**config.mk**
```make
export PLATFORM = sky130hd
export DESIGN_NAME = pwas_core
export DESIGN_NICKNAME = d
export VERILOG_FILES = /design/src/rtl/pwas_core.v /design/src/rtl/pwas_sync.v /design/src/rtl/pwas_prescale.v
export VERILOG_INCLUDE_DIRS = /design/src /design/src/rtl
export SDC_FILE = /design/constraint.sdc
export NUM_CORES = 1
export LEC_CHECK = 0
export BUFFER_PORTS_ARGS = -buffer_cell sky130_fd_sc_hd__buf_4
export CAP_MARGIN = 20
export CORE_MARGIN = 8
export CORE_UTILIZATION = 35
export CTS_CLUSTER_DIAMETER = 150
export CTS_CLUSTER_SIZE = 12
export DETAILED_ROUTE_END_ITERATION = 10
export PLACE_DENSITY = 0.65
export REMOVE_ABC_BUFFERS = 1
export SYNTH_ARGS = -nofsm -noshare
export SYNTH_HDL_FRONTEND = slang
export SYNTH_SLANG_ARGS = --single-unit
```
**constraint.sdc**
```tcl
create_clock -name pclk -period 2.5 [get_ports pclk]
set_input_delay 0.125 -clock pclk [delete_from_list [all_inputs] [get_ports pclk]]
set_output_delay 0.125 -clock pclk [all_outputs]
set_load 0.02 [all_outputs]
```
**src/rtl/pwas_map.vh**
```
/*
 * register map, field positions, reset values and timing figures of the
 * pwm auto-shutdown controller; included by the core and prescaler design files of the block.
 */
`ifndef PWAS_MAP_VH
`define PWAS_MAP_VH

// register byte offsets on the apb bus
`define PWAS_OFS_PERIOD      12'h000
`define PWAS_OFS_MODE        12'h004
`define PWAS_OFS_DUTY        12'h008
`define PWAS_OFS_TCTRL       12'h00C
`define PWAS_OFS_FLAGS       12'h010
`define PWAS_OFS_SHDN        12'h014
`define PWAS_OFS_DIR         12'h018
`define PWAS_OFS_COUNT       12'h01C

// auto_shutdown_control fields
`define PWAS_SHDN_STATUS_BIT 7
`define PWAS_SHDN_SRC_HI     6
`define PWAS_SHDN_SRC_LO     4
`define PWAS_SHDN_A_HI       3
`define PWAS_SHDN_A_LO       2
`define PWAS_SHDN_B_HI       1
`define PWAS_SHDN_B_LO       0
`define PWAS_SHDN_RESET      8'h00

// pwm_mode_control fields: duty low bits 5:4, pwm enable 3:2, polarity 1:0
`define PWAS_MODE_DLOW_HI    5
`define PWAS_MODE_DLOW_LO    4
`define PWAS_MODE_EN_HI      3
`define PWAS_MODE_EN_LO      2
`define PWAS_MODE_POL_B      1
`define PWAS_MODE_POL_A      0
`define PWAS_MODE_RESET      8'h00

// period_timer_control fields: on bit 2, prescale 1:0
`define PWAS_TCTRL_ON_BIT    2
`define PWAS_TCTRL_PS_HI     1
`define PWAS_TCTRL_PS_LO     0
`define PWAS_TCTRL_RESET     8'h00

// other reset values; direction bits 1 mean input
`define PWAS_PERIOD_RESET    8'hFF
`define PWAS_DUTY_RESET      8'h00
`define PWAS_DIR_RESET       2'b11

// shutdown state field encodings
`define PWAS_SS_LOW          2'b00
`define PWAS_SS_HIGH         2'b01

// count of system clocks per timer tick, before prescale
`define PWAS_TICK_DIV        4

`endif

```
**src/rtl/pwas_core.v**
```verilog
/*
 * pwm generator with two outputs, polarity select and auto-shutdown, with
 * an apb slave for its registers. assumes pclk is the system clock, ce low
 * means sleep, cmp_in and shdn_pin_n arrive asynchronously from pins.
 */
// The implementer's own choices: the register addresses and the APB slave port.
// Notes on behaviour
// - while asleep the timer holds its count, all state freezes and pins keep their level.
// - the pwm rate is derived from the system clock, so it scales with it.
// - any reset makes both pins inputs and returns every register to its reset value.
// - a two-bit polarity field picks active-high or active-low for each output.
// - the timer flag sets as the second pwm period begins.
// - status bit 7 reads 1 while the event status or condition is set; outputs stay in shutdown after it reads 0 until the next period start.
// - source 000/010 off, 001/011 comparator change, 100/110 pin low, 101/111 either.
// - shutdown state fields give 00 low, 01 high, 1x tri-state for outputs a and b.
// - the shutdown condition is a level and holds shutdown while it persists; the comparator condition here is a one-cycle change pulse.
// - writes to the status bit are ignored while the condition persists.
// - after the condition clears and pwm restarts, outputs resume at the next period start.
`timescale 1ns/1ps
`default_nettype none
`include "pwas_map.vh"
module pwas_core #(
    parameter AUTO_RESTART = 1
) (
    input  wire        pclk,
    input  wire        presetn,
    input  wire        ce,
    input  wire        psel,
    input  wire        penable,
    input  wire        pwrite,
    input  wire [11:0] paddr,
    input  wire [31:0] pwdata,
    output wire        pready,
    output wire        pslverr,
    output reg  [31:0] prdata,
    input  wire        cmp_in,
    input  wire        shdn_pin_n,
    output wire        pwm_output_a_o,
    output wire        pwm_output_a_oe_n,
    output wire        pwm_output_b_o,
    output wire        pwm_output_b_oe_n
);
    // registers
    reg  [7:0] period_register;
    reg  [7:0] pwm_mode_control;
    reg  [7:0] duty_upper_bits;
    reg  [7:0] period_timer_control;
    reg        period_timer_flag;
    reg  [6:0] auto_shutdown_control;
    reg        shutdown_event_status;
    reg  [1:0] pin_direction_bit;
    // timer and pwm state
    reg  [9:0] period_timer_count;
    reg  [9:0] duty_latched;
    reg        pwm_level;
    reg        first_done;
    reg        cmp_prev;
    reg        pwm_restart;
    wire       cmp_s;
    wire       pin_s;
    wire       tick;
    wire       wr_en;
    wire       rd_en;
    wire       timer_on;
    wire       pwm_on;
    wire       period_end;
    wire       cmp_change;
    wire       cond_cmp;
    wire       cond_pin;
    wire       shdn_cond;
    wire       shdn_active;
    wire [2:0] src;
    wire       pol_a;
    wire       pol_b;
    wire [1:0] ss_a;
    wire [1:0] ss_b;
    reg        next_a;
    reg        next_b;
    reg        next_a_z;
    reg        next_b_z;

    // pins come from outside pclk, two flops each
    pwas_sync u_sync_cmp (
        .pclk    (pclk),
        .presetn (presetn),
        .ce      (ce),
        .d       (cmp_in),
        .q       (cmp_s)
    );
    pwas_sync u_sync_pin (
        .pclk    (pclk),
        .presetn (presetn),
        .ce      (ce),
        .d       (shdn_pin_n),
        .q       (pin_s)
    );

    // timer tick comes from the system clock through the prescaler
    pwas_prescale u_prescale (
        .pclk    (pclk),
        .presetn (presetn),
        .ce      (ce),
        .run     (timer_on),
        .ps      (period_timer_control[`PWAS_TCTRL_PS_HI:`PWAS_TCTRL_PS_LO]),
        .tick    (tick)
    );

    // apb decode: zero wait states, frozen bus answers wait while asleep
    assign pready  = ce;
    assign pslverr = 1'b0;
    assign wr_en   = psel && penable && pwrite && ce;
    assign rd_en   = psel && !pwrite;

    assign timer_on = period_timer_control[`PWAS_TCTRL_ON_BIT];
    assign pwm_on   = pwm_mode_control[`PWAS_MODE_EN_HI:`PWAS_MODE_EN_LO] == 2'b11;
    assign pol_a    = pwm_mode_control[`PWAS_MODE_POL_A];
    assign pol_b    = pwm_mode_control[`PWAS_MODE_POL_B];
    assign src      = auto_shutdown_control[`PWAS_SHDN_SRC_HI:`PWAS_SHDN_SRC_LO];
    assign ss_a     = auto_shutdown_control[`PWAS_SHDN_A_HI:`PWAS_SHDN_A_LO];
    assign ss_b     = auto_shutdown_control[`PWAS_SHDN_B_HI:`PWAS_SHDN_B_LO];

    // period boundary: the 10-bit count (8 bits + 2 quarter bits) reaches the period
    assign period_end = tick && (period_timer_count[9:2] == period_register)
                        && (period_timer_count[1:0] == 2'b11);

    // comparator change is a mismatch against the last seen level
    assign cmp_change = cmp_s ^ cmp_prev;
    assign cond_cmp   = src[0] && cmp_change;
    assign cond_pin   = src[2] && !pin_s;
    assign shdn_cond  = cond_cmp || cond_pin;
    // status shows shutdown from the very cycle the source asserts
    assign shdn_active = shutdown_event_status || shdn_cond;

    // previous comparator sample for the change detector
    always @(posedge pclk or negedge presetn) begin
        if (!presetn)
            cmp_prev <= 1'b0;
        else if (ce)
            cmp_prev <= cmp_s;
    end

    // register writes; all state waits while ce is low
    always @(posedge pclk or negedge presetn) begin
        if (!presetn) begin
            period_register      <= `PWAS_PERIOD_RESET;
            pwm_mode_control     <= `PWAS_MODE_RESET;
            duty_upper_bits      <= `PWAS_DUTY_RESET;
            period_timer_control <= `PWAS_TCTRL_RESET;
            pin_direction_bit    <= `PWAS_DIR_RESET;
            auto_shutdown_control[6:0] <= 7'h00;
        end else if (ce && wr_en) begin
            case (paddr)
                `PWAS_OFS_PERIOD: period_register      <= pwdata[7:0];
                `PWAS_OFS_MODE:   pwm_mode_control     <= {2'b00, pwdata[5:0]};
                `PWAS_OFS_DUTY:   duty_upper_bits      <= pwdata[7:0];
                `PWAS_OFS_TCTRL:  period_timer_control <= {5'h00, pwdata[2:0]};
                `PWAS_OFS_DIR:    pin_direction_bit    <= pwdata[1:0];
                `PWAS_OFS_SHDN:   auto_shutdown_control[6:0] <= pwdata[6:0];
                default: ;
            endcase
        end
    end

    // shutdown status: set wins, software clear only once the condition is gone;
    // kept in its own flop so the control fields have a single writer
    always @(posedge pclk or negedge presetn) begin
        if (!presetn)
            shutdown_event_status <= 1'b0;
        else if (ce) begin
            if (shdn_cond)
                shutdown_event_status <= 1'b1;
            else if (wr_en && paddr == `PWAS_OFS_SHDN)
                shutdown_event_status <= pwdata[`PWAS_SHDN_STATUS_BIT];
            else if (AUTO_RESTART != 0 && !src[0] && src[2] && pin_s)
                shutdown_event_status <= 1'b0;                      // automatic restart on pin release
        end
    end

    // restart pending: outputs stay in shutdown until the next period start
    always @(posedge pclk or negedge presetn) begin
        if (!presetn)
            pwm_restart <= 1'b0;
        else if (ce) begin
            if (shdn_active)
                pwm_restart <= 1'b1;
            else if (period_end)
                pwm_restart <= 1'b0;
        end
    end

    // period timer, duty latch at period start, first-cycle tracking
    always @(posedge pclk or negedge presetn) begin
        if (!presetn) begin
            period_timer_count <= 10'h000;
            duty_latched       <= 10'h000;
            first_done         <= 1'b0;
        end else if (ce) begin
            if (!timer_on)
                first_done <= 1'b0;
            else if (period_end) begin
                period_timer_count <= 10'h000;
                duty_latched <= {duty_upper_bits,
                                 pwm_mode_control[`PWAS_MODE_DLOW_HI:`PWAS_MODE_DLOW_LO]};
                first_done <= 1'b1;
            end else if (tick)
                period_timer_count <= period_timer_count + 10'h001;
        end
    end

    // timer flag: sets at every period start after the first, so the
    // earliest set marks the start of the second period
    always @(posedge pclk or negedge presetn) begin
        if (!presetn)
            period_timer_flag <= 1'b0;
        else if (ce) begin
            if (period_end && first_done)
                period_timer_flag <= 1'b1;
            else if (wr_en && paddr == `PWAS_OFS_FLAGS)
                period_timer_flag <= pwdata[0];
        end
    end

    // raw active level of the pwm wave
    always @(posedge pclk or negedge presetn) begin
        if (!presetn)
            pwm_level <= 1'b0;
        else if (ce) begin
            if (!pwm_on || !timer_on)
                pwm_level <= 1'b0;
            else if (period_end)
                pwm_level <= (duty_upper_bits != 8'h00) ||
                             (pwm_mode_control[`PWAS_MODE_DLOW_HI:`PWAS_MODE_DLOW_LO] != 2'b00);
            else if (tick && (period_timer_count + 10'h001) >= duty_latched)
                pwm_level <= 1'b0;
        end
    end

    // pin values: shutdown overrides combinationally so it acts at once
    always @* begin
        next_a   = pwm_level ^ pol_a;
        next_b   = pwm_level ^ pol_b;
        next_a_z = pin_direction_bit[0];
        next_b_z = pin_direction_bit[1];
        if (shdn_active || pwm_restart) begin
            next_a   = (ss_a == `PWAS_SS_HIGH);
            next_b   = (ss_b == `PWAS_SS_HIGH);
            next_a_z = pin_direction_bit[0] | ss_a[1];
            next_b_z = pin_direction_bit[1] | ss_b[1];
        end
    end

    // data and enables; pins stay tri-state until software clears direction bits
    assign pwm_output_a_o    = next_a;
    assign pwm_output_b_o    = next_b;
    assign pwm_output_a_oe_n = next_a_z;
    assign pwm_output_b_oe_n = next_b_z;

    // read mux; unmapped offsets read zero
    always @(posedge pclk or negedge presetn) begin
        if (!presetn)
            prdata <= 32'h0000_0000;
        else if (ce && psel && !penable && rd_en) begin
            case (paddr)
                `PWAS_OFS_PERIOD: prdata <= {24'h00_0000, period_register};
                `PWAS_OFS_MODE:   prdata <= {24'h00_0000, pwm_mode_control};
                `PWAS_OFS_DUTY:   prdata <= {24'h00_0000, duty_upper_bits};
                `PWAS_OFS_TCTRL:  prdata <= {24'h00_0000, period_timer_control};
                `PWAS_OFS_FLAGS:  prdata <= {31'h0000_0000, period_timer_flag};
                `PWAS_OFS_SHDN:   prdata <= {24'h00_0000, shdn_active,
                                             auto_shutdown_control[6:0]};
                `PWAS_OFS_DIR:    prdata <= {30'h0000_0000, pin_direction_bit};
                `PWAS_OFS_COUNT:  prdata <= {22'h00_0000, period_timer_count};
                default:          prdata <= 32'h0000_0000;
            endcase
        end
    end
endmodule // pwas_core
`default_nettype wire

```
**src/rtl/pwas_sync.v**
```verilog
/*
 * two-flop synchroniser for one asynchronous level.
 * assumes pclk domain; first flop feeds only the second.
 */
`timescale 1ns/1ps
`default_nettype none
module pwas_sync (
    input  wire pclk,
    input  wire presetn,
    input  wire ce,
    input  wire d,
    output reg  q
);
    reg meta;

    // clock enable low freezes the chain like every other flop
    always @(posedge pclk or negedge presetn) begin
        if (!presetn) begin
            meta <= 1'b0;
            q    <= 1'b0;
        end else if (ce) begin
            meta <= d;
            q    <= meta;
        end
    end
endmodule // pwas_sync
`default_nettype wire

```
**src/rtl/pwas_prescale.v**
```verilog
/*
 * period timer prescaler: emits a one-cycle tick every div*(1,4,16) clocks.
 * assumes pclk domain and a clock enable that freezes it during sleep.
 */
`timescale 1ns/1ps
`default_nettype none
`include "pwas_map.vh"
module pwas_prescale #(
    parameter DIV = `PWAS_TICK_DIV
) (
    input  wire       pclk,
    input  wire       presetn,
    input  wire       ce,
    input  wire       run,
    input  wire [1:0] ps,
    output wire       tick
);
    localparam [31:0] LIM_1  = DIV - 1;
    localparam [31:0] LIM_4  = DIV * 4 - 1;
    localparam [31:0] LIM_16 = DIV * 16 - 1;
    reg  [7:0] cnt;
    wire [7:0] limit;

    // 00 -> 1:1, 01 -> 1:4, 1x -> 1:16; div*16 must stay within the 8-bit counter
    assign limit = (ps == 2'b00) ? LIM_1[7:0] :
                   (ps == 2'b01) ? LIM_4[7:0] : LIM_16[7:0];
    assign tick  = run && (cnt >= limit);

    // counter rests while the timer is off so a restart begins clean
    always @(posedge pclk or negedge presetn) begin
        if (!presetn)
            cnt <= 8'h00;
        else if (ce) begin
            if (!run || tick)
                cnt <= 8'h00;
            else
                cnt <= cnt + 8'h01;
        end
    end
endmodule // pwas_prescale
`default_nettype wire

```
==> results.md, run 1 <==
- Status: finished, final reports clean
- TritonCTS buffer count: 9
- Largest net degree at the start of global routing: 83
- Die footprint: 0.01725 mm2
- Pwr Total: 3.252 mW
- Final worst slack: around 0.17 ns
- Clk_lat worst skew: 0.34 ns
- # resized after CTS: 0
- Row Count: 42
- DRC errors left: 0
- Filler cells: between 1000 and 1500
- Post-DP HPWL: 8308 um
- Routed WL: 11420 um
- Synth Register Bits: between 80 and 90
- Arr. time, crit path: 2.55 ns
- Fin crit share: 93.21%
- Mapped Cells: 425
- Commonest non-fill, non-tap cell in the layout: dfrtp_1
- Gr busiest metal: met2
- Worst Setup SP: period_timer_control[1]
- Syn Area/Cell: 10.95 um2
- Placed Area: 0.005099 mm2
- Via count: between 3000 and 4000
- Via density: 5.205
- Post-CTS setup buffers: 0
- Met3 GRT Util: under 10%
- Peak Freq: ~430 MHz
- Initial antenna violation count: 0
- Post-DRT Antenna Nets: 0
- Placed insts: between 600 and 700
- Worst-Margin Slew: 0.6430 ns
- Critical path class: register to register
- Antenna fix cells: 0
- P_leak: roughly 2.6 nW
- Synth warn: 0
- Vias in the first global route: approximately 3500
- Synthesis-to-finish area growth: 17.44%
- I/O Pins: 90
- Max_slew headroom: between 50% and 60%
- Footprint of the multi-input gates: 0.002307 mm2
- Design Area, Final: 0.005468 mm2
- CTS Sinks: 82
- Worst Path Required: 2.72 ns
- Crit path capture: duty_latched[7]
- GRT Residual Overflow: 0
- Initial Util: 35.44%
- Yosys top cell area share: 38.70%
- Chip height: 131.3 um
- Worst r2r path cells: 7
- # hold bufs at CTS: 0
- Hold Vio Cnt, Final: 0
- Setup TNS: 0 ns
- Port bufs: 42
- FF-to-FF End: duty_latched[7]
- CP Launch Type: register
- Max cap viols: 0
- First-pass GRT wire length: 18690 um
- Sequential-to-total area share from yosys stat: 44.34%
- First-pass iteration count of the detailed router: 4
- CP endpoint kind: register
- Layout cells sized above 1: 31.03%
- Main synth FF type: dfrtp_1
- FF/Latch Area: 0.002064 mm2
- Met2 Resource Use GR: 21.52%
- Pre-CTS setup slack: 0.1754 ns
- Synthesized cell area: 0.004656 mm2
- Fraction of registers with async set/reset: 100.0%
- Finished Layout Cells: 653
- M1 GR Usage: 16.90%
- Most frequent cells in the layout: dfrtp_1 (72), buf_4 (55), mux2_2 (52), inv_1 (25), conb_1 (23)
- Library cells used by synthesis: 56
- Core Area: 0.01314 mm2
- RSZ-0062 raised after global routing: false
- Worst-path clk slew: 0.06 ns
- Routed len/inst: 17.49 um
- Pwr dens: about 590 mW/mm2
- Initial DRC count: 235
- GPL Wtd Cong: 0.8166
- HP Class: input pin to register
- Reg2Reg Launch Point: period_timer_control[1]
- Maximum fanout along the worst path: 12
- Final Slew Violations: 0
- Gr usage total: 13.43%
- Clk_skew: 0.008573 ns
- Fin nets: 540
- Maximum vdd ir drop: 399.7 uV
- CTS tree: yes
- Post-synthesis cell type with the largest combined area: dfrtp_1
- Final setup viols: 0
- CTS Root Cell: clkbuf_16
- EDFF count, synth: 0
- Post-layout minimum cycle time: 2.330 ns
- H-Tree Depth: 3
- Die width: 131.3 um
- Reg2Reg Setup Slack: 0.17 ns
- Top cells by area, synth: dfrtp_1 (39%), mux2_2 (13%), dfstp_2 (5.6%)
- Clock tree buffer depth: 2
cells in the mapped netlist, types with 3 or more instances:
| master | n |
|---|---|
| dfrtp_1 | 72 |
| mux2_2 | 52 |
| inv_1 | 25 |
| buf_4 | 24 |
| nor2_1 | 22 |
| nand2_1 | 21 |
| o21ai_0 | 21 |
| xnor2_1 | 18 |
| ha_1 | 16 |
| nand3_1 | 16 |
| a22o_1 | 14 |
| a21oi_1 | 11 |
| clkbuf_1 | 10 |
| dfstp_2 | 10 |
| buf_2 | 8 |
| a22oi_1 | 6 |
| a221oi_1 | 5 |
| mux2i_1 | 5 |
| xor2_1 | 5 |
| a211oi_1 | 4 |
| a21o_1 | 4 |
| and3_1 | 4 |
| nand4_1 | 4 |
| nor3_1 | 4 |
| mux4_2 | 3 |
| nor3_2 | 3 |
| nor4_1 | 3 |
| o31ai_1 | 3 |
critical path, stage by stage, from the launching register on:
cell and delay [ns]:
dfrtp_1 0.37, inv_1 0.11, ha_1 0.28, a2111oi_4 0.41, o21ai_2 0.14, and3_1 0.23
nand2_2 0.27, mux2_2 0.38
worst min path at each step:
stage / start / end / depth (start not counted)
2_1_floorplan: presetn / auto_shutdown_control[0] / 0
3_3_place_gp: shdn_pin_n / u_sync_pin.meta / 2
3_5_place_dp: shdn_pin_n / u_sync_pin.meta / 2
4_1_cts: shdn_pin_n / u_sync_pin.meta / 2
5_1_grt: shdn_pin_n / u_sync_pin.meta / 2
6_report: shdn_pin_n / u_sync_pin.meta / 2
cell families after synthesis:
logic type / share of synthesized area (%)
buffers and inverters: 7.874
other: 0.08055
adders and majority gates: 4.300
muxes: 15.10
AOI/OAI and AO/OA: 12.26
and+or+nand+nor: 11.72
DFF: 44.34
xor gates and xnor gates: 4.327
state kept, by name (all words and copies together), names as in the netlist:
signal / flops
pwm_restart: 1
cmp_prev: 1
pin_direction_bit: 2
auto_shutdown_control: 7
first_done: 1
pwm_mode_control: 6
u_sync_pin.meta: 1
duty_latched: 10
period_timer_control: 3
period_register: 8
shutdown_event_status: 1
u_sync_pin.q: 1
pwm_level: 1
u_sync_cmp.q: 1
prdata: 10
period_timer_flag: 1
period_timer_count: 10
u_prescale.cnt: 8
u_sync_cmp.meta: 1
duty_upper_bits: 8
stage by stage:
stage	hold slack [ns]	utilization, %
floorplan	-0.1706	-
global placement	0.3610	38.81
detailed placement	0.3644	38.81
CTS	0.006905	41.26
global route	0.01065	41.62
finish	0.01976	41.62
final cells by class:
cell class,instances,share of cell area (%)
inverters,25,1.716
well taps,176,4.027
clock inverters,5,1.442
clock buffers,11,4.439
flip-flops and latches,82,37.76
multi-input cells,296,42.20
repair buffers,58,8.421
power breakdown:
part	leakage (nW)	switching, mW	internal [mW]	total [mW]
Sequential	1.07	0.0642	1.39	1.45
Clock	0.159	0.531	0.901	1.43
Combinational	1.37	0.221	0.147	0.368
routing by layer:
| layer | wire length, um | vias to the layer above |
|---|---|---|
| li1 | - | 1583 |
| met1 | 4893 | 1684 |
| met2 | 5412 | 118 |
| met3 | 924 | 14 |
| met4 | 189 | 0 |
| met5 | 0 | - |
No activity file was read; power rests on OpenSTA's default activity.
==> inputs of run 2 (changes only) <==
Settings changed: CORE_UTILIZATION 35 to 56, HOLD_SLACK_MARGIN from default to 0.06, PLACE_DENSITY 0.65 to 0.91, REMOVE_ABC_BUFFERS 1 to default.
==> run 2 against run 1 <==
  * First-iteration DRC count increased by 14%
  * Register-to-register slack worse by 0.04 ns
  * Cell area is 2.8% lower
  * Critical path depth up 3
  * Count of clock-buffer cells in the layout is 1 lower
  * Hold slack improved by 0.11 ns
  * Combinational power up 5%
  * Global-route usage grew 7.9 points
  * Wire length rose by 5.7%
  * Maximum frequency down 1.5%
  * Core utilization increased by 24 points
  * Largest cell class unchanged
  * Highest routed layer unchanged
==> results.md, run 2 (synthesis gave the netlist of run 1 again) <==
- Filler cells: 572 (was 1271)
- Max_slew headroom: 43.99% (was 56.95%)
- Layout cells sized above 1: 29.85% (was 31.03%)
- Commonest non-fill, non-tap cell in the layout: dfrtp_1 (unchanged)
- Worst-Margin Slew: 0.8371 ns (was 0.6430 ns)
- First-pass iteration count of the detailed router: 5 (was 4)
- Port bufs: 42 (unchanged)
- Final Slew Violations: 0 (unchanged)
- Post-CTS setup buffers: 0 (unchanged)
- Final setup viols: 0 (unchanged)
- Worst-path clk slew: 0.09 ns (was 0.06 ns)
- Maximum vdd ir drop: 506.5 uV (was 399.7 uV)
- Initial antenna violation count: 0 (unchanged)
- Setup TNS: 0 ns (unchanged)
- Initial Util: 57.24% (was 35.44%)
- CTS Sinks: 82 (unchanged)
- CP peak stage delay: 0.52 ns (was 0.41 ns)
- Final worst slack: 0.1335 ns (was 0.1697 ns)
- Largest net degree at the start of global routing: 83 (unchanged)
- Most frequent cells in the layout: dfrtp_1 (71), mux2_2 (52), buf_4 (48), inv_1 (25), conb_1 (23) (was dfrtp_1 (72), buf_4 (55), mux2_2 (52), inv_1 (25), conb_1 (23))
- Chip height: 107.2 um (was 131.3 um)
- Antenna fix cells: 0 (unchanged)
- Synthesis-to-finish area growth: 14.19% (was 17.44%)
- Biggest regs: duty_latched x10, period_timer_count x10, prdata x10 (unchanged)
- Routed WL: 12070 um (was 11420 um)
- GPL Wtd Cong: 0.8805 (was 0.8166)
- CTS tree: yes (unchanged)
- Core Area: 0.008134 mm2 (was 0.01314 mm2)
- Worst Path Required: 2.74 ns (was 2.72 ns)
- Post-layout minimum cycle time: 2.366 ns (was 2.330 ns)
- CP Launch Type: register (unchanged)
- Routed len/inst: 20.67 um (was 17.49 um)
- GRT Residual Overflow: 0 (unchanged)
- Status: finished, final reports clean (unchanged)
- CP cell instances: ha_2 -> nand3_1 -> nor2_1 -> xnor2_1 -> inv_1 -> ha_1 -> a21oi_1 -> o21ai_0 -> a211oi_1 -> a311o_1 (was inv_1 -> ha_1 -> a2111oi_4 -> o21ai_2 -> and3_1 -> nand2_2 -> mux2_2)
- Clk_lat worst skew: 0.36 ns (was 0.34 ns)
- Die footprint: 0.01149 mm2 (was 0.01725 mm2)
- DRC errors left: 0 (unchanged)
- Clock tree buffer depth: 2 (unchanged)
- I/O Pins: 90 (unchanged)
- Gr usage total: 21.34% (was 13.43%)
- H-Tree Depth: 3 (unchanged)
- Critical path class: register to register (unchanged)
- Fin nets: 542 (was 540)
- First-pass GRT wire length: 19260 um (was 18690 um)
- Pwr dens: 544.8 mW/mm2 (was 594.7 mW/mm2)
- P_leak: 2.545 nW (was 2.599 nW)
- Peak Freq: 422.6 MHz (was 429.1 MHz)
- Pre-CTS setup slack: 0.1616 ns (was 0.1754 ns)
- RSZ-0062 raised after global routing: false (unchanged)
- Post-DP HPWL: 8569 um (was 8308 um)
- Slowest library cell on the worst path: dfrtp_1 (was a2111oi_4)
- TritonCTS buffer count: 9 (unchanged)
- Clk_skew: 0.01163 ns (was 0.008573 ns)
- Row Count: 33 (was 42)
- Vias in the first global route: 3708 (was 3484)
- Max cap viols: 0 (unchanged)
- Die width: 107.2 um (was 131.3 um)
- Fin crit share: 94.66% (was 93.21%)
- HP Class: input pin to async pin (was input pin to register)
- Via count: 3525 (was 3399)
- Post-DRT Antenna Nets: 0 (unchanged)
- Maximum fanout along the worst path: 6 (was 12)
- CP endpoint kind: register (unchanged)
- Initial DRC count: 267 (was 235)
- Via density: 6.036 (was 5.205)
- Arr. time, crit path: 2.61 ns (was 2.55 ns)
- Hold Vio Cnt, Final: 0 (unchanged)
- CTS Root Cell: clkbuf_8 (was clkbuf_16)
run 2: per-stage QoR:
stage	hold WS (ns)	power [mW]	util (%)	cell area [um2]	std cells
after floorplan	-0.1706	1.712	-	4738	447
after global placement	0.3430	1.801	60.94	4957	556
after detailed placement	0.3574	1.831	60.94	4957	556
after CTS	0.1753	2.893	64.97	5285	583
after global routing	0.1226	3.002	65.36	5316	584
final	0.1277	2.896	65.36	5316	584
run 2: worst max-delay path: cells and delay by family (launching register included):
family	cells	cell delay, ns
adders and majority gates	2	0.62
AOI/OAI and AO/OA	4	0.57
DFF	1	0.52
and+or+nand+nor	2	0.26
xor gates and xnor gates	1	0.19
buffers and inverters	1	0.09
run 2: per-layer routing:
metal | share of wire (%) | global-route usage [%]
met5 | 0 | 0
met4 | 3.9 | 10.35
met3 | 9.3 | 7.259
met2 | 50 | 34.73
met1 | 37 | 24.66
run 2: path summary, 6_finish.rpt:
check | from | endpoint | slack [ns] | cells past startpoint
worst min-delay path | presetn | u_prescale.cnt[6] | 0.13 | 2
worst max register to register | period_timer_count[1] | pwm_level | 0.13 | 10
worst min register to register | prdata[1] | prdata[1] | 0.50 | 2
max in group asynchronous | presetn | period_register[7] | 1.75 | 3
worst max-delay path | period_timer_count[1] | pwm_level | 0.13 | 10
min in group pclk | ce | u_prescale.cnt[1] | 0.19 | 2
run 2: area by class of cell:
class	instances	area (um2)	area share, %
multi-input cells	296	2310	43.45
flip-flops and latches	82	2066	38.86
repair buffers	60	498.0	9.367
well taps	105	131.4	2.471
clock buffers	10	127.6	2.401
inverters	25	93.84	1.765
clock inverters	6	90.09	1.695
run 2: power breakdown:
group | switching [mW] | leakage (nW) | internal (mW)
sequential | 0.0663 | 1.07 | 1.38
combinational | 0.230 | 1.37 | 0.156
clock | 0.492 | 0.107 | 0.566
total | 0.789 | 2.54 | 2.11
run 2: timing repair:
item	4_1_cts	5_1_grt
resized for setup	0	2
setup endpoints to repair	0	1
endpoints found under the hold margin	101	0
hold buffers	11	0
==> inputs of run 3 (changes only) <==
Settings changed: CORE_UTILIZATION 56 to 58, CTS_BUF_LIST from default to sky130_fd_sc_hd__clkbuf_4, PLACE_DENSITY 0.91 to 0.93.
==> run 3 against run 2 <==
  * Sequential share of layout area grew 0.85 points
  * Core utilization rose by 1.8 points
  * First-iteration DRC count increased by 14%
  * Clock power shrank 34%
  * Wire length decreased by 0.74%
  * Via count rose by 2.3%
  * Global-route usage rose by 0.093 points
  * Register-to-register slack gained 0.02 ns
  * Hold slack worse by 0.026 ns
  * Maximum frequency is 1.0% higher
  * Count of clock-buffer cells in the layout down 1
  * Critical path type unchanged
  * Largest cell class unchanged
==> results.md, run 3 (synthesis gave the netlist of run 1 again) <==
- Status: finished, final reports clean (unchanged)
- Worst-path clk slew: 0.14 ns (was 0.09 ns)
- Via density: 6.216 (was 6.036)
- Commonest non-fill, non-tap cell in the layout: dfrtp_1 (unchanged)
- Hold Vio Cnt, Final: 0 (unchanged)
- HP Class: input pin to register (was input pin to async pin)
- CTS tree: yes (unchanged)
- CP cell instances: inv_1 -> ha_1 -> a2111oi_4 -> o21ai_2 -> and3_1 -> nand2_2 -> mux2_2 (was ha_2 -> nand3_1 -> nor2_1 -> xnor2_1 -> inv_1 -> ha_1 -> a21oi_1 -> o21ai_0 -> a211oi_1 -> a311o_1)
- GRT Residual Overflow: 0 (unchanged)
- Slowest library cell on the worst path: dfrtp_1 (unchanged)
- Chip height: 105.6 um (was 107.2 um)
- Antenna fix cells: 0 (unchanged)
- Worst r2r path cells: 7 (was 10)
- Fin crit share: 93.70% (was 94.66%)
- Initial antenna violation count: 0 (unchanged)
- Switching share of power: 30.63% (was 27.23%)
- Fin nets: 541 (was 542)
- CTS Sinks: 82 (unchanged)
- Max_slew headroom: 44.50% (was 43.99%)
- Row Count: 32 (was 33)
- H-Tree Depth: 3 (unchanged)
- Die footprint: 0.01115 mm2 (was 0.01149 mm2)
- Finished Layout Cells: 580 (was 584)
- Hold wc startpoint: ce
- Arr. time, crit path: 2.67 ns (was 2.61 ns)
- Initial DRC count: 304 (was 267)
- Routed len/inst: 20.66 um (was 20.67 um)
- GPL Wtd Cong: 0.8864 (was 0.8805)
- RSZ-0062 raised after global routing: false (unchanged)
- Worst Setup SP: period_timer_control[1] (was period_timer_count[1])
- Synthesis-to-finish area growth: 12.09% (was 14.19%)
- Critical path class: register to register (unchanged)
- Biggest regs: duty_latched x10, period_timer_count x10, prdata x10 (unchanged)
- Peak Freq: 426.9 MHz (was 422.6 MHz)
- Routed WL: 11990 um (was 12070 um)
- Most frequent cells in the layout: dfrtp_1 (66), mux2_2 (52), buf_4 (47), inv_1 (25), conb_1 (23) (was dfrtp_1 (71), mux2_2 (52), buf_4 (48), inv_1 (25), conb_1 (23))
- Maximum vdd ir drop: 468.3 uV (was 506.5 uV)
- Placed insts: 552 (was 556)
- Sw power: 0.7735 mW (was 0.7887 mW)
- DRC errors left: 0 (unchanged)
- P_leak: 2.495 nW (was 2.545 nW)
- Pwr dens: 483.9 mW/mm2 (was 544.8 mW/mm2)
- Post-DP HPWL: 8313 um (was 8569 um)
- CTS Root Cell: clkbuf_4 (was clkbuf_8)
- Worst-Margin Slew: 0.8294 ns (was 0.8371 ns)
- Gr usage total: 21.44% (was 21.34%)
- Post-layout minimum cycle time: 2.342 ns (was 2.366 ns)
- First-pass GRT wire length: 19080 um (was 19260 um)
- Pwr Total: 2.525 mW (was 2.896 mW)
- TritonCTS buffer count: 9 (unchanged)
- P_int: 1.752 mW (was 2.107 mW)
- Final Slew Violations: 0 (unchanged)
- Reg2Reg Launch Point: period_timer_control[1] (was period_timer_count[1])
- I/O Pins: 90 (unchanged)
- Maximum fanout along the worst path: 13 (was 6)
- CP endpoint kind: register (unchanged)
- CP Launch Type: register (unchanged)
- Filler cells: 539 (was 572)
- Hold Path Depth: 2
- Clock tree buffer depth: 2 (unchanged)
- Clk_lat worst skew: 0.44 ns (was 0.36 ns)
- Post-DRT Antenna Nets: 0 (unchanged)
- Combinational power share: 14.8% (was 13.3%)
- Max cap viols: 0 (unchanged)
- Largest net degree at the start of global routing: 83 (unchanged)
- Clk_skew: 0.01379 ns (was 0.01163 ns)
- Initial Util: 59.94% (was 57.24%)
- Clk pwr share: 27.6% (was 36.5%)
- Worst Path Required: 2.83 ns (was 2.74 ns)
- Port bufs: 42 (unchanged)
- Die width: 105.6 um (was 107.2 um)
- CP peak stage delay: 0.40 ns (was 0.52 ns)
- First-pass iteration count of the detailed router: 7 (was 5)
- Final setup viols: 0 (unchanged)
- Vias in the first global route: 3674 (was 3708)
- Setup TNS: 0 ns (unchanged)
- Part of the power in registers: 57.6% (was 50.1%)
- Core Area: 0.007767 mm2 (was 0.008134 mm2)
- Layout cells sized above 1: 31.17% (was 29.85%)
- Hold slack: 0.1020 ns (was 0.1277 ns)
- Via count: 3605 (was 3525)
-- run 3: per-layer routing --
metal / wire [um] / GRT usage [%] / vias up
li1: - / - / 1590
met1: 4379 / 24.72 / 1751
met2: 5951 / 35.79 / 211
met3: 1105 / 6.151 / 53
met4: 549 / 10.75 / 0
met5: 0 / 0 / -
-- run 3: power groups by stage --
stage | Combinational (mW) | Sequential (mW) | Clock [mW]
3_5_place_dp | 0.342 | 1.48 | 0
5_1_grt | 0.416 | 1.46 | 0.764
3_3_place_gp | 0.321 | 1.47 | 0
4_1_cts | 0.359 | 1.45 | 0.697
6_report | 0.374 | 1.45 | 0.698
2_1_floorplan | 0.252 | 1.46 | 0
-- run 3: what timing repair did --
action	4_1_cts	5_1_grt
endpoints found under the hold margin	110	0
setup endpoints to repair	0	12
hold buffers	11	0
buffers inserted	0	0
gates resized for setup	0	8
-- run 3: path summary, 6_finish.rpt --
| kind | endpoint | slack (ns) |
|---|---|---|
| setup reg to reg | duty_latched[5] | 0.16 |
| hold / removal | u_prescale.cnt[1] | 0.10 |
| max in group asynchronous | period_register[6] | 1.72 |
| min in group asynchronous | pwm_mode_control[3] | 0.13 |
| setup / recovery | duty_latched[5] | 0.16 |
| hold reg to reg | prdata[1] | 0.50 |
-- run 3: area by class of cell --
| type | count | area, um2 | share of cell area [%] |
|---|---|---|---|
| Clock inverter | 7 | 52.55 | 1.007 |
| Inverter | 25 | 93.84 | 1.798 |
| Clock buffer | 9 | 67.56 | 1.295 |
| Timing Repair Buffer | 59 | 490.5 | 9.398 |
| Sequential cell | 82 | 2072 | 39.70 |
| Multi-Input combinational cell | 296 | 2315 | 44.35 |
| Tap cell | 102 | 127.6 | 2.445 |
-- run 3: critical path, delay by kind of cell, from the launching register on --
kind                       cells  cell delay, ns
AOI/OAI and AO/OA              2            0.51
and+or+nand+nor                2            0.51
muxes                          1            0.39
DFF                            1            0.40
adders and majority gates      1            0.29
buffers and inverters          1            0.13
-- run 3: stage by stage --
step | utilization, % | cell area, um2 | setup WS (ns)
after global placement | 63.68 | 4946 | 0.2052
after detailed placement | 63.68 | 4946 | 0.1585
after floorplan | - | 4738 | 0.2919
after global routing | 67.19 | 5219 | 0.03485
final | 67.19 | 5219 | 0.1576
after CTS | 66.64 | 5176 | 0.09885
